==> src/design/ppm_defs.svh <==
// Constants for the pin multiplexer of ports 0, 2 and 3
`ifndef PPM_DEFS_SVH
`define PPM_DEFS_SVH

`define PPM_P0_W 8
`define PPM_P2_W 8
`define PPM_P3_W 7

// Reset values: all inputs, port mode, no pull-ups, latches low
`define PPM_P0_DIR_RST 8'hFF
`define PPM_P2_DIR_RST 8'hFF
`define PPM_P3_DIR_RST 7'h7F
`define PPM_P0_ZERO 8'h00
`define PPM_P2_ZERO 8'h00
`define PPM_P3_ZERO 7'h00
`define PPM_SEL_ZERO 16'h0000

// Shared port bit positions
`define PPM_P2_SIB 0
`define PPM_P2_SOB 1
`define PPM_P2_SCKB 2
`define PPM_P2_TMA 3
`define PPM_P2_RX 4
`define PPM_P2_TX 5
`define PPM_P2_TMC 6
`define PPM_P2_TMB 7

// Seven-pin port bit positions
`define PPM_P3_SIA 0
`define PPM_P3_SOA 1
`define PPM_P3_SCKA 2
`define PPM_P3_OD 3
`define PPM_P3_WOUT 4
`define PPM_P3_WCLK 5
`define PPM_P3_WCAP 6

`endif

==> src/design/ppm_pkg.sv <==
// Types for the pin multiplexer of ports 0, 2 and 3
package ppm_pkg;
  // Valid edge of an external interrupt input; bit 0 rising, bit 1 falling
  typedef enum logic [1:0] {
    PPM_EDGE_NONE = 2'h0,
    PPM_EDGE_RISE = 2'h1,
    PPM_EDGE_BOTH = 2'h3,
    PPM_EDGE_FALL = 2'h2
  } ppm_edge_e;
endpackage

==> src/design/ppm_sync_if.sv <==
// Synchronised pin levels and edges passed from the input stage to the mux
`timescale 1ns/1ps
interface ppm_sync_if #(parameter int W = 8);
  logic [W-1:0] level;
  logic [W-1:0] rise;
  logic [W-1:0] fall;
  modport src (output level, output rise, output fall);
  modport dst (input level, input rise, input fall);
endinterface

==> src/design/ppm_insync.sv <==
// Two-stage pin synchroniser with edge detection for one port
`timescale 1ns/1ps
module ppm_insync #(
  parameter int W = 8
) (
  input wire logic clk,
  input wire logic rst_n,
  input wire logic [W-1:0] pin,
  ppm_sync_if.src sy
);
  logic [W-1:0] meta_r;
  logic [W-1:0] sync_r;
  logic [W-1:0] prev_r;
  logic [2:0] warm_r;

  // First stage is read only by the second, to keep metastability contained
  always_ff @(posedge clk or negedge rst_n)
  begin
    if (!rst_n)
    begin
      meta_r <= '0;
      sync_r <= '0;
      prev_r <= '0;
    end
    else
    begin
      meta_r <= pin;
      sync_r <= meta_r;
      prev_r <= sync_r;
    end
  end

  // Edges stay masked until prev_r holds a real pin sample, so a pin idling
  // high gives no false rise just after reset
  always_ff @(posedge clk or negedge rst_n)
  begin
    if (!rst_n)
      warm_r <= '0;
    else
      warm_r <= {warm_r[1:0], 1'b1};
  end

  // Edges are one cycle long, seen on the synchronised level only
  assign sy.level = sync_r;
  assign sy.rise = sync_r & ~prev_r & {W{warm_r[2]}};
  assign sy.fall = ~sync_r & prev_r & {W{warm_r[2]}};
endmodule

==> src/design/ppm_top.sv <==
// Pin direction, pull-up and alternate-function mux for ports 0, 2 and 3
// Summary of operation
// RULE_01 - Interrupt port: eight pins, each direction set by its own bit.
// RULE_02 - Interrupt port pull-up enabled per bit by its pull-up option bit.
// RULE_03 - Control mode: eight external interrupts, rising, falling or both edges.
// RULE_04 - Each pin switches alone between port mode and control mode.
// RULE_05 - Shared port: eight pins, each direction set by its own bit.
// RULE_06 - Shared port pull-up enabled per bit by its pull-up option bit.
// RULE_07 - Shared port carries clocked serial, async serial and three byte timers.
// RULE_08 - Seven-pin port: each direction set by its own bit.
// RULE_09 - Seven-pin port bit 3 is open drain: drives only low.
// RULE_10 - Seven-pin port pull-up enabled per bit by its pull-up option bit.
// RULE_11 - Seven-pin port carries second clocked serial and the wide timer.
// RULE_12 - Wide timer primary pin: count clock and trigger of both captures.
// RULE_13 - Wide timer secondary pin triggers only the first capture.
// RULE_14 - Wide timer output goes to seven-pin port bit 4 in control mode.
// RULE_15 - After reset all pins are port-mode inputs with pull-ups off.
`timescale 1ns/1ps
`include "ppm_defs.svh"
module ppm_top (
  input wire logic CLK,
  input wire logic RSTN,
  input wire logic [7:0] IRQ_PORT_DIR,
  input wire logic [7:0] IRQ_PORT_PULLUP,
  input wire logic [7:0] IRQ_PORT_MODE,
  input wire logic [7:0] IRQ_PORT_LATCH,
  input wire logic [15:0] IRQ_EDGE_SEL,
  output logic [7:0] IRQ_PORT_READ,
  output logic [7:0] EXT_IRQ_INPUTS,
  input wire logic [7:0] IRQ_PIN_IN,
  output logic [7:0] IRQ_PIN_OUT,
  output logic [7:0] IRQ_PIN_OE,
  output logic [7:0] IRQ_PULLUP_EN,
  input wire logic [7:0] SHARED_PORT_DIR,
  input wire logic [7:0] SHARED_PORT_PULLUP,
  input wire logic [7:0] SHARED_PORT_MODE,
  input wire logic [7:0] SHARED_PORT_LATCH,
  output logic [7:0] SHARED_PORT_READ,
  input wire logic [7:0] SHARED_PIN_IN,
  output logic [7:0] SHARED_PIN_OUT,
  output logic [7:0] SHARED_PIN_OE,
  output logic [7:0] SHARED_PULLUP_EN,
  input wire logic [6:0] SEVEN_PORT_DIR,
  input wire logic [6:0] SEVEN_PORT_PULLUP,
  input wire logic [6:0] SEVEN_PORT_MODE,
  input wire logic [6:0] SEVEN_PORT_LATCH,
  output logic [6:0] SEVEN_PORT_READ,
  input wire logic [6:0] SEVEN_PIN_IN,
  output logic [6:0] SEVEN_PIN_OUT,
  output logic [6:0] SEVEN_PIN_OE,
  output logic [6:0] SEVEN_PULLUP_EN,
  output logic SYNC_SERIAL_B_DIN,
  input wire logic SYNC_SERIAL_B_DOUT,
  input wire logic SYNC_SERIAL_B_CLK_OUT,
  output logic SYNC_SERIAL_B_CLK,
  output logic ASYNC_SERIAL_RX,
  input wire logic ASYNC_SERIAL_TX,
  output logic ASYNC_SERIAL_CLK_IN,
  output logic BYTE_TIMER_A_CLK_IN,
  output logic BYTE_TIMER_B_CLK_IN,
  output logic BYTE_TIMER_C_CLK_IN,
  input wire logic BYTE_TIMER_A_OUT,
  input wire logic BYTE_TIMER_B_OUT,
  input wire logic BYTE_TIMER_C_OUT,
  output logic SYNC_SERIAL_A_DIN,
  input wire logic SYNC_SERIAL_A_DOUT,
  input wire logic SYNC_SERIAL_A_CLK_OUT,
  output logic SYNC_SERIAL_A_CLK,
  input wire logic WIDE_TIMER_OUT,
  output logic WIDE_TIMER_CLK_TICK,
  output logic WIDE_TIMER_CAPTURE_FIRST_TRIG,
  output logic WIDE_TIMER_CAPTURE_SECOND_TRIG
);
  logic [7:0] dir0_r, pu0_r, mode0_r, lat0_r;
  logic [7:0] dir2_r, pu2_r, mode2_r, lat2_r;
  logic [6:0] dir3_r, pu3_r, mode3_r, lat3_r;
  logic [15:0] sel_r;
  logic [7:0] alt2;
  logic [6:0] alt3;
  logic [7:0] irq_hit;

  ppm_sync_if #(.W(`PPM_P0_W)) s0 ();
  ppm_sync_if #(.W(`PPM_P2_W)) s2 ();
  ppm_sync_if #(.W(`PPM_P3_W)) s3 ();

  // Pins come from the board, so every port passes the synchroniser first
  ppm_insync #(.W(`PPM_P0_W)) u_sync0 (.clk(CLK), .rst_n(RSTN), .pin(IRQ_PIN_IN), .sy(s0));
  ppm_insync #(.W(`PPM_P2_W)) u_sync2 (.clk(CLK), .rst_n(RSTN), .pin(SHARED_PIN_IN), .sy(s2));
  ppm_insync #(.W(`PPM_P3_W)) u_sync3 (.clk(CLK), .rst_n(RSTN), .pin(SEVEN_PIN_IN), .sy(s3));

  // Configuration held in flops so reset gives inputs, port mode, no pull-ups
  always_ff @(posedge CLK or negedge RSTN)
  begin
    if (!RSTN)
    begin
      dir0_r <= `PPM_P0_DIR_RST; // [RULE_15]
      pu0_r <= `PPM_P0_ZERO;
      mode0_r <= `PPM_P0_ZERO;
      lat0_r <= `PPM_P0_ZERO;
      dir2_r <= `PPM_P2_DIR_RST;
      pu2_r <= `PPM_P2_ZERO;
      mode2_r <= `PPM_P2_ZERO;
      lat2_r <= `PPM_P2_ZERO;
      dir3_r <= `PPM_P3_DIR_RST;
      pu3_r <= `PPM_P3_ZERO;
      mode3_r <= `PPM_P3_ZERO;
      lat3_r <= `PPM_P3_ZERO;
      sel_r <= `PPM_SEL_ZERO;
    end
    else
    begin
      dir0_r <= IRQ_PORT_DIR;
      pu0_r <= IRQ_PORT_PULLUP;
      mode0_r <= IRQ_PORT_MODE; // [RULE_04]
      lat0_r <= IRQ_PORT_LATCH;
      dir2_r <= SHARED_PORT_DIR;
      pu2_r <= SHARED_PORT_PULLUP;
      mode2_r <= SHARED_PORT_MODE;
      lat2_r <= SHARED_PORT_LATCH;
      dir3_r <= SEVEN_PORT_DIR;
      pu3_r <= SEVEN_PORT_PULLUP;
      mode3_r <= SEVEN_PORT_MODE;
      lat3_r <= SEVEN_PORT_LATCH;
      sel_r <= IRQ_EDGE_SEL;
    end
  end

  // Alternate outputs; input-only functions leave zero, direction decides the pin
  always_comb
  begin
    alt2 = `PPM_P2_ZERO;
    alt2[`PPM_P2_SOB] = SYNC_SERIAL_B_DOUT; // [RULE_07]
    alt2[`PPM_P2_SCKB] = SYNC_SERIAL_B_CLK_OUT;
    alt2[`PPM_P2_TMA] = BYTE_TIMER_A_OUT;
    alt2[`PPM_P2_TX] = ASYNC_SERIAL_TX;
    alt2[`PPM_P2_TMC] = BYTE_TIMER_C_OUT;
    alt2[`PPM_P2_TMB] = BYTE_TIMER_B_OUT;
    alt3 = `PPM_P3_ZERO;
    alt3[`PPM_P3_SOA] = SYNC_SERIAL_A_DOUT; // [RULE_11]
    alt3[`PPM_P3_SCKA] = SYNC_SERIAL_A_CLK_OUT;
    alt3[`PPM_P3_WOUT] = WIDE_TIMER_OUT; // [RULE_14]
  end

  // Per-bit valid edge; the edge code doubles as a rise/fall mask
  always_comb
  begin
    for (int i = 0; i < `PPM_P0_W; i++)
    begin
      irq_hit[i] = mode0_r[i] & ((sel_r[2*i] & s0.rise[i]) | (sel_r[2*i+1] & s0.fall[i]));
    end
  end

  // Pin drivers: output enable high while the pin is an output
  always_ff @(posedge CLK or negedge RSTN)
  begin
    if (!RSTN)
    begin
      IRQ_PIN_OUT <= `PPM_P0_ZERO;
      IRQ_PIN_OE <= `PPM_P0_ZERO;
      SHARED_PIN_OUT <= `PPM_P2_ZERO;
      SHARED_PIN_OE <= `PPM_P2_ZERO;
      SEVEN_PIN_OUT <= `PPM_P3_ZERO;
      SEVEN_PIN_OE <= `PPM_P3_ZERO;
    end
    else
    begin
      IRQ_PIN_OUT <= lat0_r; // Interrupt function is input only
      IRQ_PIN_OE <= ~dir0_r; // [RULE_01]
      SHARED_PIN_OUT <= (mode2_r & alt2) | (~mode2_r & lat2_r); // [RULE_04]
      SHARED_PIN_OE <= ~dir2_r; // [RULE_05]
      SEVEN_PIN_OUT <= (mode3_r & alt3) | (~mode3_r & lat3_r);
      SEVEN_PIN_OE <= ~dir3_r; // [RULE_08]
      // Open drain: never drive high, only enable while pulling low
      SEVEN_PIN_OUT[`PPM_P3_OD] <= 1'b0; // [RULE_09]
      SEVEN_PIN_OE[`PPM_P3_OD] <= ~dir3_r[`PPM_P3_OD] & ~lat3_r[`PPM_P3_OD]; // [RULE_09]
    end
  end

  // Pull-up controls follow the option bits directly
  always_ff @(posedge CLK or negedge RSTN)
  begin
    if (!RSTN)
    begin
      IRQ_PULLUP_EN <= `PPM_P0_ZERO;
      SHARED_PULLUP_EN <= `PPM_P2_ZERO;
      SEVEN_PULLUP_EN <= `PPM_P3_ZERO;
    end
    else
    begin
      IRQ_PULLUP_EN <= pu0_r; // [RULE_02]
      SHARED_PULLUP_EN <= pu2_r; // [RULE_06]
      SEVEN_PULLUP_EN <= pu3_r; // [RULE_10]
    end
  end

  // Read-back of pin levels and interrupt requests
  always_ff @(posedge CLK or negedge RSTN)
  begin
    if (!RSTN)
    begin
      IRQ_PORT_READ <= `PPM_P0_ZERO;
      SHARED_PORT_READ <= `PPM_P2_ZERO;
      SEVEN_PORT_READ <= `PPM_P3_ZERO;
      EXT_IRQ_INPUTS <= `PPM_P0_ZERO;
    end
    else
    begin
      IRQ_PORT_READ <= s0.level;
      SHARED_PORT_READ <= s2.level;
      SEVEN_PORT_READ <= s3.level;
      EXT_IRQ_INPUTS <= irq_hit; // [RULE_03]
    end
  end

  // Peripheral inputs: levels gated by control mode so port use cannot disturb them
  always_ff @(posedge CLK or negedge RSTN)
  begin
    if (!RSTN)
    begin
      SYNC_SERIAL_B_DIN <= 1'b0;
      SYNC_SERIAL_B_CLK <= 1'b0;
      ASYNC_SERIAL_RX <= 1'b0;
      ASYNC_SERIAL_CLK_IN <= 1'b0;
      BYTE_TIMER_A_CLK_IN <= 1'b0;
      BYTE_TIMER_B_CLK_IN <= 1'b0;
      BYTE_TIMER_C_CLK_IN <= 1'b0;
      SYNC_SERIAL_A_DIN <= 1'b0;
      SYNC_SERIAL_A_CLK <= 1'b0;
    end
    else
    begin
      SYNC_SERIAL_B_DIN <= mode2_r[`PPM_P2_SIB] & s2.level[`PPM_P2_SIB]; // [RULE_07]
      SYNC_SERIAL_B_CLK <= mode2_r[`PPM_P2_SCKB] & s2.level[`PPM_P2_SCKB];
      ASYNC_SERIAL_RX <= mode2_r[`PPM_P2_RX] & s2.level[`PPM_P2_RX];
      ASYNC_SERIAL_CLK_IN <= mode2_r[`PPM_P2_TMC] & s2.level[`PPM_P2_TMC];
      BYTE_TIMER_A_CLK_IN <= mode2_r[`PPM_P2_TMA] & s2.level[`PPM_P2_TMA];
      BYTE_TIMER_B_CLK_IN <= mode2_r[`PPM_P2_TMB] & s2.level[`PPM_P2_TMB];
      BYTE_TIMER_C_CLK_IN <= mode2_r[`PPM_P2_TMC] & s2.level[`PPM_P2_TMC];
      SYNC_SERIAL_A_DIN <= mode3_r[`PPM_P3_SIA] & s3.level[`PPM_P3_SIA]; // [RULE_11]
      SYNC_SERIAL_A_CLK <= mode3_r[`PPM_P3_SCKA] & s3.level[`PPM_P3_SCKA];
    end
  end

  // Wide timer triggers: one-cycle pulses on rising edges of the two inputs
  always_ff @(posedge CLK or negedge RSTN)
  begin
    if (!RSTN)
    begin
      WIDE_TIMER_CLK_TICK <= 1'b0;
      WIDE_TIMER_CAPTURE_FIRST_TRIG <= 1'b0;
      WIDE_TIMER_CAPTURE_SECOND_TRIG <= 1'b0;
    end
    else
    begin
      WIDE_TIMER_CLK_TICK <= mode3_r[`PPM_P3_WCLK] & s3.rise[`PPM_P3_WCLK]; // [RULE_12]
      WIDE_TIMER_CAPTURE_SECOND_TRIG <= mode3_r[`PPM_P3_WCLK] & s3.rise[`PPM_P3_WCLK];
      WIDE_TIMER_CAPTURE_FIRST_TRIG <= (mode3_r[`PPM_P3_WCLK] & s3.rise[`PPM_P3_WCLK])
        | (mode3_r[`PPM_P3_WCAP] & s3.rise[`PPM_P3_WCAP]); // [RULE_13]
    end
  end

  a_irq_dir: assert property (@(posedge CLK) disable iff (!RSTN) // [RULE_01]
    $past(RSTN, 2) |-> IRQ_PIN_OE == ~$past(IRQ_PORT_DIR, 2))
    else $error("interrupt port enable does not follow direction");
  a_irq_pullup: assert property (@(posedge CLK) disable iff (!RSTN) // [RULE_02]
    $past(RSTN, 2) |-> IRQ_PULLUP_EN == $past(IRQ_PORT_PULLUP, 2))
    else $error("interrupt port pull-up does not follow option");
  a_irq_mode_gate: assert property (@(posedge CLK) disable iff (!RSTN) // [RULE_03]
    (EXT_IRQ_INPUTS & ~$past(mode0_r)) == `PPM_P0_ZERO)
    else $error("interrupt request from a port-mode pin");
  a_irq_rise_hit: assert property (@(posedge CLK) disable iff (!RSTN) // [RULE_03]
    (mode0_r[0] && sel_r[1:0] == ppm_pkg::PPM_EDGE_BOTH && s0.rise[0]) |=> EXT_IRQ_INPUTS[0])
    else $error("both-edge interrupt missed a rising edge");
  a_shared_dir: assert property (@(posedge CLK) disable iff (!RSTN) // [RULE_05]
    $past(RSTN, 2) |-> SHARED_PIN_OE == ~$past(SHARED_PORT_DIR, 2))
    else $error("shared port enable does not follow direction");
  a_shared_tx: assert property (@(posedge CLK) disable iff (!RSTN) // [RULE_07]
    $past(mode2_r[`PPM_P2_TX]) |-> SHARED_PIN_OUT[`PPM_P2_TX] == $past(ASYNC_SERIAL_TX))
    else $error("async transmit not on its pin in control mode");
  a_seven_dir: assert property (@(posedge CLK) disable iff (!RSTN) // [RULE_08]
    $past(RSTN, 2) |-> SEVEN_PIN_OE[2:0] == ~$past(SEVEN_PORT_DIR[2:0], 2))
    else $error("seven-pin port enable does not follow direction");
  a_open_drain: assert property (@(posedge CLK) disable iff (!RSTN) // [RULE_09]
    SEVEN_PIN_OUT[`PPM_P3_OD] == 1'b0 && (!SEVEN_PIN_OE[`PPM_P3_OD] || !$past(lat3_r[`PPM_P3_OD])))
    else $error("open-drain bit driven high");
  a_seven_pullup: assert property (@(posedge CLK) disable iff (!RSTN) // [RULE_10]
    $past(RSTN, 2) |-> SEVEN_PULLUP_EN == $past(SEVEN_PORT_PULLUP, 2))
    else $error("seven-pin pull-up does not follow option");
  a_wide_out: assert property (@(posedge CLK) disable iff (!RSTN) // [RULE_14]
    $past(mode3_r[`PPM_P3_WOUT]) |-> SEVEN_PIN_OUT[`PPM_P3_WOUT] == $past(WIDE_TIMER_OUT))
    else $error("wide timer output not on bit 4");
  a_cap_primary: assert property (@(posedge CLK) disable iff (!RSTN) // [RULE_12]
    WIDE_TIMER_CLK_TICK |-> WIDE_TIMER_CAPTURE_FIRST_TRIG && WIDE_TIMER_CAPTURE_SECOND_TRIG)
    else $error("primary input did not trigger both captures");
  a_cap_second: assert property (@(posedge CLK) disable iff (!RSTN) // [RULE_13]
    (mode3_r[`PPM_P3_WCAP] && s3.rise[`PPM_P3_WCAP] && !s3.rise[`PPM_P3_WCLK])
      |=> WIDE_TIMER_CAPTURE_FIRST_TRIG && !WIDE_TIMER_CAPTURE_SECOND_TRIG)
    else $error("second capture triggered by the secondary input");
endmodule

==> config.mk <==
export PLATFORM = sky130hd
export DESIGN_NAME = ppm_top
export DESIGN_NICKNAME = d
export VERILOG_FILES = /design/src/design/ppm_pkg.sv /design/src/design/ppm_sync_if.sv /design/src/design/ppm_insync.sv /design/src/design/ppm_top.sv
export VERILOG_INCLUDE_DIRS = /design/src /design/src/design
export SDC_FILE = /design/constraint.sdc
export NUM_CORES = 1
export LEC_CHECK = 0
export ABC_AREA = 1
export BUFFER_PORTS_ARGS = -buffer_cell sky130_fd_sc_hd__buf_2
export CORE_ASPECT_RATIO = 1.2
export CORE_MARGIN = 4
export CORE_UTILIZATION = 45
export DETAILED_ROUTE_END_ITERATION = 6
export GPL_ROUTABILITY_DRIVEN = 0
export MAX_ROUTING_LAYER = met4
export PLACE_DENSITY = 0.73
export SETUP_SLACK_MARGIN = 0.1
export SYNTH_ARGS = -nofsm -noshare
export SYNTH_HDL_FRONTEND = slang
export SYNTH_SLANG_ARGS = --single-unit
==> constraint.sdc <==
create_clock -name CLK -period 0.99 [get_ports CLK]
set_input_delay 0.0495 -clock CLK [delete_from_list [all_inputs] [get_ports CLK]]
set_output_delay 0.0495 -clock CLK [all_outputs]
set_load 0.03 [all_outputs]
# Word level (Yosys, flattened, before mapping)
# Index checks and enable logic that the tools add are counted.
[word_totals]
elab_cells = 110
inputBits = 142
regBits = 269
[classes]
bitwise_logic = 66
[op_table]
columns = ["op", "n"]
rows = [
  ["$and A8 B8 Y8", 6],
  ["$not A8 Y8", 5],
  ["$and A1 B1 Y1", 35],
  ["$and A7 B7 Y7", 3],
  ["$not A7 Y7", 3],
  ["$or A1 B1 Y1", 9],
  ["$or A8 B8 Y8", 1],
  ["$and A7 B5 Y7", 1],
  ["$or A7 B7 Y7", 1],
  ["$not A1 Y1", 2],
]

# Longest topological paths before layout
[logic_depth]
depth_word = 6
mapped_depth = 5
depth_no_buf = 5

# Modules after synthesis
# A second synthesis with hierarchy kept.
[unflattened]
cells_unflattened = 510
hier_area_um2 = 8296.7
[modules_own_cells]
columns = ["module", "area_per_inst_um2", "instances", "cells_each"]
rows = [
  ["ppm_top", 5931.9, 1, 332],
  ["ppm_insync at u_sync0 ...", 820.8, 2, 62],
  ["ppm_insync at u_sync3", 723.2, 1, 54],
]

# Worst setup path before layout
# Ideal clock, no wire load.
[synth_timing]
path_kind = "reg2reg"
startpoint = "register u_sync0.prev_r[0]"
endpoint = "register EXT_IRQ_INPUTS[0]"
required_time_ps = 870
arrival_time_ps = 707
path_buffers = 0
setup_time_ps = 120
setup_slack_ps = 163
stages_incl_launch_ff = 3
cell_sequence = "dfrtp_1 > a21oi_1 > nor2_2"
[synth_between]
elab_chain_len = 6
elab_cells_between_ends = 9
classes_between = "bitwise (9)"
[synth_lines]
columns = ["element", "line_no", "rtl"]
rows = [
  ["from (decl)", "ppm_insync.sv:13", "logic [W-1:0] prev_r;"],
  ["from (signal assigned)", "ppm_insync.sv:29", "prev_r <= sync_r;"],
  ["$not A8 Y8", "ppm_insync.sv:45", "assign sy.rise = sync_r & ~prev_r & {W{warm_r[2]}};"],
  ["$and A8 B8 Y8 (2 in a row)", "ppm_insync.sv:45", ""],
  ["$and A1 B1 Y1", "ppm_top.sv:149", "irq_hit[i] = mode0_r[i] & ((sel_r[2*i] & s0.rise[i]) | (sel_r[2*i+1] & s0.fall[i]));"],
  ["$or A1 B1 Y1 (*)", "ppm_top.sv:149", ""],
  ["$and A1 B1 Y1 (*)", "ppm_top.sv:149", ""],
  ["via irq_hit[0]", "ppm_top.sv:80", "logic [7:0] irq_hit;"],
  ["to (signal assigned)", "ppm_top.sv:204", "EXT_IRQ_INPUTS <= `PPM_P0_ZERO;"],
  ["to (signal assigned)", "ppm_top.sv:211", "EXT_IRQ_INPUTS <= irq_hit;"],
  ["to (decl)", "ppm_top.sv:29", "output logic [7:0] EXT_IRQ_INPUTS,"],
]
# The timed path passes the listed nets; every way through them passes the cells marked *.

==> results.toml <==
[timing]
finalHoldViolCount = 0
final_period_minus_worst_setup_slack_ns = 1.12
fin_crit_sh_pct = 114
finalSetupViolations = 111
grt_setup_unrepaired = "true"
fmax_ghz = 0.890
worst_slack_ns = -0.134
maxSlewViolCount = 0
skew_ns = 0.00891

[clocking]
numCtsBuffers = 26
cts.clk_slew.worst_paths_ns = 0.06
root_buffer = "clkbuf_16"
cts_max_level = 1
cts.sinks = 265
cts_tree = "built"
insertion_delay_ns = 0.51
clock_tree.buffer_depth = 3

[cells_and_area]
fin_util_pct = 77.1
largest_reg_flops = 16
areaGrowthSynthToFinish_pct = 66.8
final_nets = 999
final_cell_area_sq_um = 12200
drive_gt1_share_pct = 41.8
top_register = "sel_r"
fillers = 837

[floorplanning]
core_area_sq_um = 15800
initial_utilization_pct = 46.2
fp.dieArea_sq_um = 18300
rows = 50
die_h_microns = 147
fp.dieW_microns = 124
io_pins = 254

[placement]
dp_slack_ns = 0.0323
portBuffers = 251
dpl-instance-area_sq_um = 8910
dp_hpwl_microns = 10300

[outcome]
status = "complete, but fails checks"
violations = "setup timing"

[setup_path]
reg2regPathDepth = 5
reg2reg_to = "EXT_IRQ_INPUTS[3]"
cp_max_fo = 2
slowest_delay_ns = 0.41
timing.critical_path.buf_inv = 1
critical_path_cell_count = 1
crit_slowest_cell = "dfrtp_1"
arrival_ns = 1.07
regToRegSetupSlack_ns = 0.06
end_kind = "output port"
cp_top_family = "flip-flops"
required_ns = 0.94
cp-start-kind = "flip-flop"
r2r_start = "u_sync0.warm_r[2]"
crit_chain = "buf_6"
path_class = "flip-flop to output port"

[run]
cap_violations = 0

[synth]
ys_seq_area_share_pct = 91.4
synth_seq_cells = 265
syn_inst = 418
syn-cell-area_sq_um = 7280
syn_avg_cell_area_sq_um = 17.4
ys.warnings.count = 0
syn_nets = 560
yosysUniqueCellTypes = 13

[pwr]
ir_drop_mv = 1.73
power_per_cell_area_nw_per_um2 = 2020
leakagePower_nw = 6.08
finalPower_mw = 24.5

[routing]
route.vias.total = 4728
drtIter0Drc = 202
routed_via_density = 4.35
wl_per_cell_microns = 17.8
ant_nets = 0
drt_pass1_iterations = 4
drc = 0
routed_wl_microns = 19300

[global_routing]
grt_start_max_net_pins = 49
grt_pass1_vias = 5529
grt.total_usage_pct = 21.5
grt-ovfl-total = 0
antenna_found_initial = 2
grt_pass1_wl_microns = 29000

[min_path]
min_path_type = "input port to asynchronous set/reset pin"
-- where the power goes --
part           switching (mW)  internal (mW)  leakage [nW]
sequential              0.273           11.4          3.10
combinational            1.16           1.16          2.51
clock                    3.96           6.54         0.463
total                    5.40           19.1          6.08
-- layout make-up --
type / count / area (sq um) / share of cell area (%)
inverter: 62 / 233 / 1.92
timing repair buffer: 415 / 3630 / 29.9
multi-input combinational: 87 / 415 / 3.42
sequential: 265 / 6660 / 54.8
clock inverter: 11 / 160 / 1.32
tap: 208 / 260 / 2.14
antenna: 2 / 5.00 / 0.0412
clock buffer: 37 / 783 / 6.45
-- cells by family after synthesis --
family / after synthesis / synth area share [%]
AOI/OAI and AO/OA: 18 / 1.24
other: 2 / 0.103
buffers and inverters: 66 / 3.66
and+or+nand+nor: 67 / 3.56
DFF: 265 / 91.4
-- through the flow --
step	hold WS, ns	std cells	TNS, ns
2_1_floorplan	-0.246	418	0
6_report	0.0235	1087	-9.80
5_1_grt	0.0455	1087	-14.43
4_1_cts	0.0164	1079	-11.76
3_5_place_dp	-0.0415	882	0
3_3_place_gp	-0.0488	882	0
-- synthesized netlist by cell type --
| cell | instances | share of area, % |
|---|---|---|
| dfrtp_1 | 242 | 83 |
| inv_1 | 62 | 3.2 |
| nand2_1 | 51 | 2.6 |
| dfstp_2 | 23 | 8.3 |
| nor2_1 | 13 | 0.67 |
| o21ai_0 | 9 | 0.62 |
| a21oi_1 | 8 | 0.55 |
| buf_4 | 3 | 0.31 |
| conb_1 | 2 | 0.10 |
| nor2_2 | 2 | 0.17 |
| buf_6 | 1 | 0.15 |
| nand4_1 | 1 | 0.086 |
| o21ai_1 | 1 | 0.069 |
-- routing by layer --
| metal | up-vias | part of all wire [%] | global-route usage [%] |
|---|---|---|---|
| li1 | 2125 | - | - |
| met2 | 200 | 57 | 39.0 |
| met3 | 45 | 7.6 | 6.20 |
| met4 | 0 | 2.6 | 6.90 |
| met5 | - | 0 | - |
| met1 | 2358 | 32 | 22.1 |
-- cell usage in the layout (no fill, tap or decap), drive strengths merged --
cell / n
dfrtp: 242
a21oi: 8
clkbuf: 37
bufinv: 4
inv: 62
dfstp: 23
nor2: 15
dlygate4sd3: 140
nand2: 51
conb: 2
nand4: 1
o21ai: 10
diode: 2
clkinvlp: 2
clkinv: 5
buf: 275
-- worst max-delay path by stage --
stage / startpoint / endpoint
final: BYTE_TIMER_C_CLK_IN / ASYNC_SERIAL_CLK_IN
after global routing: u_sync0.prev_r[3] / IRQ_PORT_READ[3]
after CTS: BYTE_TIMER_C_CLK_IN / BYTE_TIMER_C_CLK_IN
after detailed placement: u_sync0.warm_r[2] / EXT_IRQ_INPUTS[5]
after global placement: u_sync0.warm_r[2] / EXT_IRQ_INPUTS[1]
after floorplan: u_sync0.prev_r[0] / EXT_IRQ_INPUTS[0]
-- repair_timing --
item	in CTS	in global routing
pin swaps	0	14
setup buffers	9	8
hold endpoints to repair	404	0
endpoints found under the setup margin	121	117
hold buffers	140	0
gates resized for setup	223	29
No activity file was read; power rests on OpenSTA's default activity.
